File: src/design/pcd_map.vh
// Operation
// - Low phase lasts low count plus one
// - High phase lasts high count plus one
// - Bypass powers down, passes input through
// - First divider resets into bypass
// - Second divider resets actively dividing
// - Sync-ignore bit decides obeying chip sync
// - Force level applies only with sync-ignore
// - Start-level bit picks first output level
// - First divider phase offset delays output
// - Route bit clear: pair fed by divider
// - Route set, source 10b: VCO direct
// - Route set, source 00b: clock input direct
// - Correction disable bit, zero keeps correction
// - First divider registers at chan_div0_counts to chan_div0_routing
// - Second divider registers at chan_div1_counts, chan_div1_control
// - Second divider start, phase, routing at 0x195; the code keeps start and phase at 0x194, routing at 0x195
`ifndef PCD_MAP_VH
`define PCD_MAP_VH
// ----------------------------------------------------------------
// Register indexes; the byte address is four times the index.
// ----------------------------------------------------------------
`define PCD_IDX_DIV0_COUNTS 10'h190
`define PCD_IDX_DIV0_CONTROL 10'h191
`define PCD_IDX_DIV0_ROUTING 10'h192
`define PCD_IDX_DIV1_COUNTS 10'h193
`define PCD_IDX_DIV1_CONTROL 10'h194
`define PCD_IDX_DIV1_ROUTING 10'h195
`define PCD_IDX_SRC_SELECT 10'h1E1
`define PCD_IDX_STATUS 10'h1E2
// ----------------------------------------------------------------
// Reset values.
// ----------------------------------------------------------------
`define PCD_RST_DIV0_COUNTS 8'h00
`define PCD_RST_DIV0_CONTROL 8'h80
`define PCD_RST_DIV0_ROUTING 8'h00
`define PCD_RST_DIV1_COUNTS 8'h00
`define PCD_RST_DIV1_CONTROL 8'h00
`define PCD_RST_DIV1_ROUTING 8'h00
`define PCD_RST_SRC_SELECT 2'h0
// ----------------------------------------------------------------
// Field positions.
// ----------------------------------------------------------------
`define PCD_LOW_MSB 7
`define PCD_LOW_LSB 4
`define PCD_HIGH_MSB 3
`define PCD_HIGH_LSB 0
`define PCD_BIT_BYPASS 7
`define PCD_BIT_NOSYNC 6
`define PCD_BIT_FORCE 5
`define PCD_BIT_START 4
`define PCD_PHASE_MSB 3
`define PCD_PHASE_LSB 0
`define PCD_BIT_ROUTE 1
`define PCD_BIT_DCC_OFF 0
// ----------------------------------------------------------------
// Source select codes and bus responses.
// ----------------------------------------------------------------
`define PCD_SRC_CLK 2'h0
`define PCD_SRC_VCO 2'h2
`define PCD_RESP_OKAY 2'h0
`define PCD_RESP_DECERR 2'h3
`endif

File: src/design/pcd_top.v
`timescale 1ns/10ps
// Two channel clock dividers with direct routing, behind AXI4-Lite.
module pcd_top (
  // Clock and synchronous active-low reset.
  input wire aclk,
  input wire aresetn,
  // AXI4-Lite write address channel.
  input wire [11:0] s_axi_awaddr,
  input wire s_axi_awvalid,
  output wire s_axi_awready,
  // AXI4-Lite write data channel.
  input wire [31:0] s_axi_wdata,
  input wire [3:0] s_axi_wstrb,
  input wire s_axi_wvalid,
  output wire s_axi_wready,
  // AXI4-Lite write response channel.
  output wire [1:0] s_axi_bresp,
  output wire s_axi_bvalid,
  input wire s_axi_bready,
  // AXI4-Lite read address channel.
  input wire [11:0] s_axi_araddr,
  input wire s_axi_arvalid,
  output wire s_axi_arready,
  // AXI4-Lite read data channel.
  output wire [31:0] s_axi_rdata,
  output wire [1:0] s_axi_rresp,
  output wire s_axi_rvalid,
  input wire s_axi_rready,
  // Clock sources, sampled as levels.
  input wire vco_level,
  input wire clkin_level,
  // Chip-level synchronisation, high while held.
  input wire chip_sync,
  // First output pair.
  output reg first_pair_output_a,
  output reg first_pair_output_b,
  // Second output pair.
  output reg second_pair_output_a,
  output reg second_pair_output_b,
  // Correction disable lines to the output stages.
  output reg div0_duty_correction_disable,
  output reg div1_duty_correction_disable
);
`include "pcd_map.vh"

  // ----------------------------------------------------------------
  // Register file.
  // ----------------------------------------------------------------

  // First divider.
  // Counts of the first divider, low count high nibble.
  reg [7:0] chan_div0_counts;
  // Bypass, sync-ignore, force, start and phase of the first divider.
  reg [7:0] chan_div0_control;
  // Direct route and correction disable of the first divider.
  reg [7:0] chan_div0_routing;
  // Second divider.
  // Counts of the second divider.
  reg [7:0] chan_div1_counts;
  // Controls of the second divider, same layout as the first.
  reg [7:0] chan_div1_control;
  // Direct route and correction disable of the second divider.
  reg [7:0] chan_div1_routing;
  // Shared by both dividers.
  // Global clock source select field.
  reg [1:0] clk_src_select;

  // Register file ports.
  // Bus side strobes from the slave front end.
  wire wr_en; // One-cycle write strobe.
  wire [9:0] wr_idx; // Register index of the write.
  wire [7:0] wr_data; // Low byte of the write data.
  wire wr_lane; // Byte lane 0 enable.
  reg wr_hit; // Write index is mapped.
  wire [9:0] rd_idx; // Register index of the read.
  reg [7:0] rd_data; // Read data for that index.
  reg rd_hit; // Read index is mapped.

  // ----------------------------------------------------------------
  // Divider input path.
  // ----------------------------------------------------------------

  // Selected divider input level.
  reg src_level;
  // Selected level one cycle earlier, for edge detection.
  reg src_level_d;
  // One-cycle pulse on each rising edge of the divider input.
  wire src_rise;
  // Previous samples of the two raw sources for direct routes.
  reg vco_d;
  reg clkin_d;

  // One divider per pair.
  // Divider outputs and running flags.
  wire div0_out;
  wire div1_out;
  wire div0_running;
  wire div1_running;

  // Next values of the four output pins.
  // Both pins share a level.
  reg next_pair0;
  reg next_pair1;

  // ----------------------------------------------------------------
  // Bus front end.
  // ----------------------------------------------------------------

  // The slave owns every handshake; this module owns the registers.
  // Reads and writes are independent.
  pcd_axil_slave u_slave (
    .aclk(aclk),
    .aresetn(aresetn),
    .awaddr(s_axi_awaddr),
    .awvalid(s_axi_awvalid),
    .awready(s_axi_awready),
    .wdata(s_axi_wdata),
    .wstrb(s_axi_wstrb),
    .wvalid(s_axi_wvalid),
    .wready(s_axi_wready),
    .bresp(s_axi_bresp),
    .bvalid(s_axi_bvalid),
    .bready(s_axi_bready),
    .araddr(s_axi_araddr),
    .arvalid(s_axi_arvalid),
    .arready(s_axi_arready),
    .rdata(s_axi_rdata),
    .rresp(s_axi_rresp),
    .rvalid(s_axi_rvalid),
    .rready(s_axi_rready),
    .wr_en(wr_en),
    .wr_idx(wr_idx),
    .wr_data(wr_data),
    .wr_lane(wr_lane),
    .wr_hit(wr_hit),
    .rd_idx(rd_idx),
    .rd_data(rd_data),
    .rd_hit(rd_hit)
  );

  // ----------------------------------------------------------------
  // Write decode.
  // ----------------------------------------------------------------

  // Flags whether a write index is one of the mapped registers, status included.
  // Unmapped: decode error.
  always @* begin
    case (wr_idx)
      `PCD_IDX_DIV0_COUNTS: wr_hit = 1'b1;
      `PCD_IDX_DIV0_CONTROL: wr_hit = 1'b1;
      `PCD_IDX_DIV0_ROUTING: wr_hit = 1'b1;
      `PCD_IDX_DIV1_COUNTS: wr_hit = 1'b1;
      `PCD_IDX_DIV1_CONTROL: wr_hit = 1'b1;
      `PCD_IDX_DIV1_ROUTING: wr_hit = 1'b1;
      `PCD_IDX_SRC_SELECT: wr_hit = 1'b1;
      // The status word is read only; writes to it are still accepted.
      `PCD_IDX_STATUS: wr_hit = 1'b1;
      default: wr_hit = 1'b0;
    endcase
  end

  // Stores a write into its register when byte lane 0 is enabled.
  // Upper lanes are ignored.
  always @(posedge aclk) begin
    if (!aresetn) begin
      chan_div0_counts <= `PCD_RST_DIV0_COUNTS;
      chan_div0_control <= `PCD_RST_DIV0_CONTROL;
      chan_div0_routing <= `PCD_RST_DIV0_ROUTING;
      chan_div1_counts <= `PCD_RST_DIV1_COUNTS;
      chan_div1_control <= `PCD_RST_DIV1_CONTROL;
      chan_div1_routing <= `PCD_RST_DIV1_ROUTING;
      clk_src_select <= `PCD_RST_SRC_SELECT;
    end else if (wr_en && wr_lane) begin
      case (wr_idx)
        `PCD_IDX_DIV0_COUNTS: begin
          chan_div0_counts <= wr_data;
        end
        `PCD_IDX_DIV0_CONTROL: begin
          chan_div0_control <= wr_data;
        end
        `PCD_IDX_DIV0_ROUTING: begin
          // Only the route and correction bits exist here.
          chan_div0_routing <= {6'h00, wr_data[1:0]};
        end
        `PCD_IDX_DIV1_COUNTS: begin
          chan_div1_counts <= wr_data;
        end
        `PCD_IDX_DIV1_CONTROL: begin
          chan_div1_control <= wr_data;
        end
        `PCD_IDX_DIV1_ROUTING: begin
          chan_div1_routing <= {6'h00, wr_data[1:0]};
        end
        `PCD_IDX_SRC_SELECT: begin
          clk_src_select <= wr_data[1:0];
        end
        default: begin
          // Unmapped or read-only index; nothing is stored.
        end
      endcase
    end
  end

  // ----------------------------------------------------------------
  // Read decode.
  // ----------------------------------------------------------------

  // Returns register contents, or live status, for a read index.
  // Unmapped reads give zero.
  always @* begin
    rd_hit = 1'b1;
    case (rd_idx)
      `PCD_IDX_DIV0_COUNTS: rd_data = chan_div0_counts;
      `PCD_IDX_DIV0_CONTROL: rd_data = chan_div0_control;
      `PCD_IDX_DIV0_ROUTING: rd_data = chan_div0_routing;
      `PCD_IDX_DIV1_COUNTS: rd_data = chan_div1_counts;
      `PCD_IDX_DIV1_CONTROL: rd_data = chan_div1_control;
      `PCD_IDX_DIV1_ROUTING: rd_data = chan_div1_routing;
      `PCD_IDX_SRC_SELECT: rd_data = {6'h00, clk_src_select};
      // Live state: outputs, divider levels and running flags.
      `PCD_IDX_STATUS: begin
        rd_data = {second_pair_output_a, first_pair_output_a,
                   div1_out, div0_out, 2'h0, div1_running, div0_running};
      end
      default: begin
        rd_data = 8'h00;
        rd_hit = 1'b0;
      end
    endcase
  end

  // ----------------------------------------------------------------
  // Divider input selection and edge detection.
  // ----------------------------------------------------------------

  // The divider runs from the VCO when selected, else the clock input.
  // Raw sources feed direct routes.
  always @(posedge aclk) begin
    if (!aresetn) begin
      src_level <= 1'b0;
      src_level_d <= 1'b0;
      vco_d <= 1'b0;
      clkin_d <= 1'b0;
    end else begin
      if (clk_src_select == `PCD_SRC_VCO) begin
        src_level <= vco_level;
      end else begin
        src_level <= clkin_level;
      end
      src_level_d <= src_level;
      vco_d <= vco_level;
      clkin_d <= clkin_level;
    end
  end

  // A rising edge of the divider input clock, one cycle long.
  // Sources must be under aclk/2.
  assign src_rise = src_level && !src_level_d;

  // ----------------------------------------------------------------
  // The two dividers.
  // ----------------------------------------------------------------

  // Both share one input path.
  // First divider; comes out of reset bypassed.
  pcd_divider u_div0 (
    .aclk(aclk),
    .aresetn(aresetn),
    .in_level(src_level),
    .in_rise(src_rise),
    .chip_sync(chip_sync),
    .counts(chan_div0_counts),
    .control(chan_div0_control),
    .div_out(div0_out),
    .running(div0_running)
  );

  // Second divider; comes out of reset dividing by two.
  pcd_divider u_div1 (
    .aclk(aclk),
    .aresetn(aresetn),
    .in_level(src_level),
    .in_rise(src_rise),
    .chip_sync(chip_sync),
    .counts(chan_div1_counts),
    .control(chan_div1_control),
    .div_out(div1_out),
    .running(div1_running)
  );

  // ----------------------------------------------------------------
  // Output routing.
  // ----------------------------------------------------------------

  // Picks divider or direct source for each pair. The direct
  // sources are taken one stage late, in step with src_level, so
  // they lead the divider output by the divider's own register stage.
  always @* begin
    next_pair0 = div0_out;
    next_pair1 = div1_out;
    // First pair.
    if (chan_div0_routing[`PCD_BIT_ROUTE]) begin
      case (clk_src_select)
        `PCD_SRC_VCO: next_pair0 = vco_d;
        `PCD_SRC_CLK: next_pair0 = clkin_d;
        default: next_pair0 = div0_out;
      endcase
    end
    // Second pair.
    if (chan_div1_routing[`PCD_BIT_ROUTE]) begin
      case (clk_src_select)
        `PCD_SRC_VCO: next_pair1 = vco_d;
        `PCD_SRC_CLK: next_pair1 = clkin_d;
        default: next_pair1 = div1_out;
      endcase
    end
  end

  // Registers every pin so each output comes from a flip-flop.
  // Reset drives pins low.
  always @(posedge aclk) begin
    if (!aresetn) begin
      first_pair_output_a <= 1'b0;
      first_pair_output_b <= 1'b0;
      second_pair_output_a <= 1'b0;
      second_pair_output_b <= 1'b0;
      div0_duty_correction_disable <= 1'b0;
      div1_duty_correction_disable <= 1'b0;
    end else begin
      // Both pins of a pair carry the same clock.
      first_pair_output_a <= next_pair0;
      first_pair_output_b <= next_pair0;
      second_pair_output_a <= next_pair1;
      second_pair_output_b <= next_pair1;
      // Correction stays on while the bit is zero.
      div0_duty_correction_disable <= chan_div0_routing[`PCD_BIT_DCC_OFF];
      div1_duty_correction_disable <= chan_div1_routing[`PCD_BIT_DCC_OFF];
    end
  end

endmodule // pcd_top

File: src/design/pcd_divider.v
`timescale 1ns/10ps
// One channel divider working on rising edges of its input clock.
module pcd_divider (
  // Clock and reset.
  input wire aclk,
  input wire aresetn,
  // Divider input clock level and its rising edge pulse.
  input wire in_level,
  input wire in_rise,
  // Chip sync level, high holds the divider in restart.
  input wire chip_sync,
  // Count and control register contents.
  input wire [7:0] counts,
  input wire [7:0] control,
  // Divider output and running flag.
  output reg div_out,
  output reg running
);
`include "pcd_map.vh"
  // States of the divider.
  localparam ST_BYP = 2'h0;
  localparam ST_PHASE = 2'h1;
  localparam ST_RUN = 2'h2;
  localparam ST_FORCE = 2'h3;
  reg [1:0] state; // Current state.
  reg [3:0] cnt; // Phase or half-period counter.
  wire [3:0] low_cnt = counts[`PCD_LOW_MSB:`PCD_LOW_LSB];
  wire [3:0] high_cnt = counts[`PCD_HIGH_MSB:`PCD_HIGH_LSB];
  wire nosync = control[`PCD_BIT_NOSYNC];
  wire start_hi = control[`PCD_BIT_START];
  // --------------------------------------------------------------
  // State machine; bypass beats force, force beats sync.
  // --------------------------------------------------------------
  always @(posedge aclk) begin
    if (!aresetn) begin
      state <= ST_BYP;
      cnt <= 4'h0;
      div_out <= 1'b0;
      running <= 1'b0;
    end else if (control[`PCD_BIT_BYPASS]) begin
      state <= ST_BYP;
      div_out <= in_level;
      running <= 1'b0;
    end else if (nosync && control[`PCD_BIT_FORCE]) begin
      state <= ST_FORCE;
      div_out <= 1'b1;
      running <= 1'b0;
    end else if ((chip_sync && !nosync) || state == ST_BYP || state == ST_FORCE) begin
      // Restart at the start level and load the phase delay.
      state <= ST_PHASE;
      cnt <= control[`PCD_PHASE_MSB:`PCD_PHASE_LSB];
      div_out <= start_hi;
      running <= 1'b0;
    end else begin
      case (state)
        ST_PHASE: begin
          // Output holds its start level for phase input edges.
          if (cnt == 4'h0) begin
            state <= ST_RUN;
            running <= 1'b1;
          end else if (in_rise) begin
            cnt <= cnt - 4'h1;
          end
        end
        ST_RUN: begin
          // Each level lasts its count plus one input edges.
          if (in_rise) begin
            if (cnt == (div_out ? high_cnt : low_cnt)) begin
              cnt <= 4'h0;
              div_out <= ~div_out;
            end else begin
              cnt <= cnt + 4'h1;
            end
          end
        end
        default: begin
          state <= ST_BYP;
        end
      endcase
    end
  end
endmodule // pcd_divider

File: src/design/pcd_axil_slave.v
`timescale 1ns/10ps
// AXI4-Lite slave front end with one write and one read at a time.
module pcd_axil_slave (
  // Clock and reset.
  input wire aclk,
  input wire aresetn,
  // Write address and data channels.
  input wire [11:0] awaddr,
  input wire awvalid,
  output reg awready,
  input wire [31:0] wdata,
  input wire [3:0] wstrb,
  input wire wvalid,
  output reg wready,
  // Write response channel.
  output reg [1:0] bresp,
  output reg bvalid,
  input wire bready,
  // Read channels.
  input wire [11:0] araddr,
  input wire arvalid,
  output reg arready,
  output reg [31:0] rdata,
  output reg [1:0] rresp,
  output reg rvalid,
  input wire rready,
  // Register file side.
  output wire wr_en,
  output reg [9:0] wr_idx,
  output reg [7:0] wr_data,
  output reg wr_lane,
  input wire wr_hit,
  output wire [9:0] rd_idx,
  input wire [7:0] rd_data,
  input wire rd_hit
);
`include "pcd_map.vh"
  reg aw_full; // Write address held.
  reg w_full; // Write data held.
  // Write fires once both halves are held and no response waits.
  assign wr_en = aw_full && w_full && !bvalid;
  assign rd_idx = araddr[11:2];
  // --------------------------------------------------------------
  // Write path.
  // --------------------------------------------------------------
  always @(posedge aclk) begin
    if (!aresetn) begin
      aw_full <= 1'b0;
      w_full <= 1'b0;
      awready <= 1'b1;
      wready <= 1'b1;
      bvalid <= 1'b0;
      bresp <= `PCD_RESP_OKAY;
      wr_idx <= 10'h000;
      wr_data <= 8'h00;
      wr_lane <= 1'b0;
    end else begin
      if (awvalid && awready) begin
        aw_full <= 1'b1;
        awready <= 1'b0;
        wr_idx <= awaddr[11:2];
      end
      if (wvalid && wready) begin
        w_full <= 1'b1;
        wready <= 1'b0;
        wr_data <= wdata[7:0];
        wr_lane <= wstrb[0];
      end
      if (wr_en) begin
        aw_full <= 1'b0;
        w_full <= 1'b0;
        awready <= 1'b1;
        wready <= 1'b1;
        bvalid <= 1'b1;
        bresp <= wr_hit ? `PCD_RESP_OKAY : `PCD_RESP_DECERR;
      end else if (bvalid && bready) begin
        bvalid <= 1'b0;
      end
    end
  end
  // --------------------------------------------------------------
  // Read path; data are taken at the address handshake.
  // --------------------------------------------------------------
  always @(posedge aclk) begin
    if (!aresetn) begin
      arready <= 1'b1;
      rvalid <= 1'b0;
      rdata <= 32'h00000000;
      rresp <= `PCD_RESP_OKAY;
    end else if (arvalid && arready) begin
      arready <= 1'b0;
      rvalid <= 1'b1;
      rdata <= {24'h000000, rd_data};
      rresp <= rd_hit ? `PCD_RESP_OKAY : `PCD_RESP_DECERR;
    end else if (rvalid && rready) begin
      rvalid <= 1'b0;
      arready <= 1'b1;
    end
  end
endmodule // pcd_axil_slave

File: config.mk
export PLATFORM = sky130hd
export DESIGN_NAME = pcd_top
export DESIGN_NICKNAME = d
export VERILOG_FILES = /design/src/design/pcd_top.v /design/src/design/pcd_divider.v /design/src/design/pcd_axil_slave.v
export VERILOG_INCLUDE_DIRS = /design/src /design/src/design
export SDC_FILE = /design/constraint.sdc
export NUM_CORES = 1
export LEC_CHECK = 0
export CAP_MARGIN = 20
export CORE_UTILIZATION = 25
export DETAILED_ROUTE_END_ITERATION = 6
export DONT_BUFFER_PORTS = 1
export GPL_TIMING_DRIVEN = 0
export PLACE_DENSITY = 0.41
export SETUP_SLACK_MARGIN = 0.02
export SLEW_MARGIN = 20
export SYNTH_ARGS = -nofsm -noshare
export SYNTH_HDL_FRONTEND = slang
export SYNTH_SLANG_ARGS = --single-unit
export TNS_END_PERCENT = 20
File: constraint.sdc
create_clock -name aclk -period 2.2 [get_ports aclk]
set_input_delay 0.33 -clock aclk [delete_from_list [all_inputs] [get_ports aclk]]
set_output_delay 0.33 -clock aclk [all_outputs]
set_load 0.02 [all_outputs]
==> run metrics <==
post-DR vias/cell approximately 4.7; standard-cell rows 52; Hold WC Path Type in2reg; Syn. warnings 0; crit path capture type flop; Initial Util 25.8%; Post-synth EDFFs 0; CTS root buf clkbuf_16; status complete, but fails checks; # setup viols final 0; CP Data Required Time between 2 and 2.5 ns; post-route ant nets 0; total of cells resized after clock tree synthesis 0; cts hold-fix bufs 0; hold path depth 1; Synth Area in Compound Gates 16.5%; R2R depth 8; failing checks design-rule violations; Reg clk slew, reported paths 0.07 ns; synthesis-to-layout area growth 14.1%; Final Hold Fails 0; grt ovf 0; Tot GR Track Use roughly 14%; max-slew violations 0; Final #Nets 710; Gate Count Post-Synth ~600; min-delay src s_axi_awvalid; via count 4225; H-tree Lvls 3; mux cell area share after synthesis about a tenth; post-synthesis cell type count 70; highest-count cells in the layout ignoring fill and taps dfxtp_1, nand2_1, mux2i_1; TritonCTS clock tree done; # IOs 117; worst-margin pin slew roughly 0.7 ns; Synth top area share 37.1%; IO Port Bufs 0; fin util between 20 and 30%; Critical-path top delay cell dfxtp_1; Max-Cap Viols 0; max incr delay on CP around 0.38 ns; layout cell share with drive strength beyond 1 12.2%; die footprint roughly 22000 um2; Crit Reg-Reg Startpoint u_div0.state[0]$_SDFFE_PP0P_; wire per inst 16.6 um; Clock Skews approximately 0.008 ns; crit path launch u_div0.state[0]$_SDFFE_PP0P_; sequential-to-total area share from yosys stat between 30% and 40%; Inserted Clock Buffers 9; fin crit share around nine tenths; HPWL after detailed placement about 12000 um; Setup CP Type reg2reg; RSZ-0062 raised after global routing false; minimum clock period 2.01 ns; DRC 1; number of diodes 0; Buf+Inv Stages, Crit Path 2; Synth area leaders dfxtp_1, mux2i_1, nand2_1; CTS sink cnt 98; Core Area roughly 20000 um2; Post-CTS Setup Bufs 0; largest net degree at the start of global routing 17; most common cell after layout, fill and taps aside dfxtp_1; startpoint types flop; Worst EP arrival 2.29 ns; pwr dens ~650 nW/um2; XOR/XNOR Fraction of Synth Area 2.15%; Synth Area in Adders 3.31%; initial antenna violation count 0; first-pass GRT wire length 24000 um; synthesized area 5290 um2; clock latency at the later pin of the worst-skew pair between 0.3 and 0.4 ns; Routed WL 14900 um; Die Span X 148 um; Lkg Pwr approximately 2.3 nW; Slew HR between 50% and 60%; fin area 6040 um2; dpl cells 885; Post-Synth Simple-Gate Area a little under a quarter; synthesis-stage register bit count ~100; iteration-0 DRC count of the detailed router about 200; vias in the first global route approximately 4200; Cell Count, Final, Fillers Out around 900; Hold Path End u_slave.awready$_SDFFE_PP1P_; fmax roughly 500 MHz; CP delay by family, top compound AO/OA/AOI/OAI gates; Peak VDD IR around 0.35 mV; Post-synth ARST share 0%; CTS max path bufs 2; cell taking the most area after synthesis dfxtp_1; Crit Reg-Reg Endpoint u_div0.cnt[2]$_SDFFE_PN0P_; R2R setup slack 0.19 ns; largest family of logic cells by synthesized area simple AND/OR/NAND/NOR gates; Top FF cell, synth dfxtp_1; Avg Synthesized Cell Area 8.94 um2; Die Ht roughly 150 um; GP Congestion between 0.8 and 0.9; CP cell instances inv_1, ha_1, nor2_1, o21a_1, clkbuf_1, nand3_1, a211o_1, o2bb2ai_1; Initial DRT Pass Iterations 7; Post-DP Area roughly 5700 um2; CP max FO 9
how the worst max path moves through the flow:
stage                                    to  slack, ns  depth (start not counted)
2_1_floorplan    u_div1.cnt[3]$_SDFFE_PN0P_       0.42                          7
3_3_place_gp   u_slave.arready$_SDFFE_PN1P_      -0.14                          4
3_5_place_dp    u_slave.w_full$_SDFFE_PP0P_      -0.15                          5
4_1_cts          u_div0.cnt[1]$_SDFFE_PN0P_        0.1                          8
5_1_grt          u_div0.cnt[1]$_SDFFE_PN0P_       0.04                          8
6_report         u_div0.cnt[2]$_SDFFE_PN0P_       0.19                          8
per-stage QoR:
stage                     hold slack, ns  setup slack (ns)  setup TNS (ns)  total power, mW
after floorplan                    0.430             0.416               0             2.21
after global placement             0.436            -0.142           -1.17             2.30
after detailed placement           0.438            -0.151           -1.07             2.31
after CTS                         0.0573            0.0957               0             4.01
after global routing              0.0705            0.0385               0             4.12
final                             0.0621             0.191               0             3.95
synthesized netlist by cell type, drive strengths merged (9+ instances only):
master,instances
dfxtp,98
nand2,84
mux2i,48
buf,39
nor2b,38
a21boi,29
nor2,23
inv,21
nand3,18
clkbuf,16
a21oi,15
ha,14
o21ai,14
and2,11
xnor2,10
a22o,9
flip-flops by register name, indices dropped and copies added (netlist names), 2 cells and up:
register,flops
u_div0.cnt,4
u_div1.cnt,4
u_slave.wr_data,8
chan_div1_control,8
u_slave.wr_idx,10
chan_div0_control,8
u_slave.rdata,8
clk_src_select,2
chan_div0_routing,2
chan_div1_routing,2
u_div0.state,2
u_div1.state,2
chan_div1_counts,8
chan_div0_counts,8
final cells by class:
| cell class | instances | area, um2 |
|---|---|---|
| Multi-Input combinational cell | 441 | 3010 |
| Buffer | 55 | 333 |
| Inverter | 21 | 78.8 |
| Clock buffer | 12 | 256 |
| Tap cell | 270 | 338 |
| Clock inverter | 4 | 58.8 |
| Sequential cell | 98 | 1960 |
| Fill cell | 2226 | 14500 |
report_power, final:
group	switching [mW]	internal [mW]
logic	0.224	0.154
clock network	0.735	0.957
registers	0.0641	1.82
kinds of logic (layout without fill, tap and decap cells):
family | count (synthesis) | in the layout
DFF | 98 | 98
adders and majority gates | 14 | 14
xor gates and xnor gates | 13 | 13
and+or+nand+nor | 218 | 218
AOI/OAI and AO/OA | 117 | 117
muxes | 55 | 55
buffers and inverters | 76 | 92
other | 1 | 24
worst register-to-register path: stages (launching register included):
cell	delay (ns)
dfxtp_1	0.38
inv_1	0.09
ha_1	0.20
nor2_1	0.13
o21a_1	0.13
clkbuf_1	0.37
nand3_1	0.18
a211o_1	0.30
o2bb2ai_1	0.15
layer usage:
metal  share of wire (%)  track usage, %  vias up
met5                   0               0        -
met4                 2.6            6.65        0
met1                  46            18.8     1997
met3                 4.4            2.65       21
met2                  47            23.1      112
li1                    -               -     2095
No activity file was read; power rests on OpenSTA's default activity.
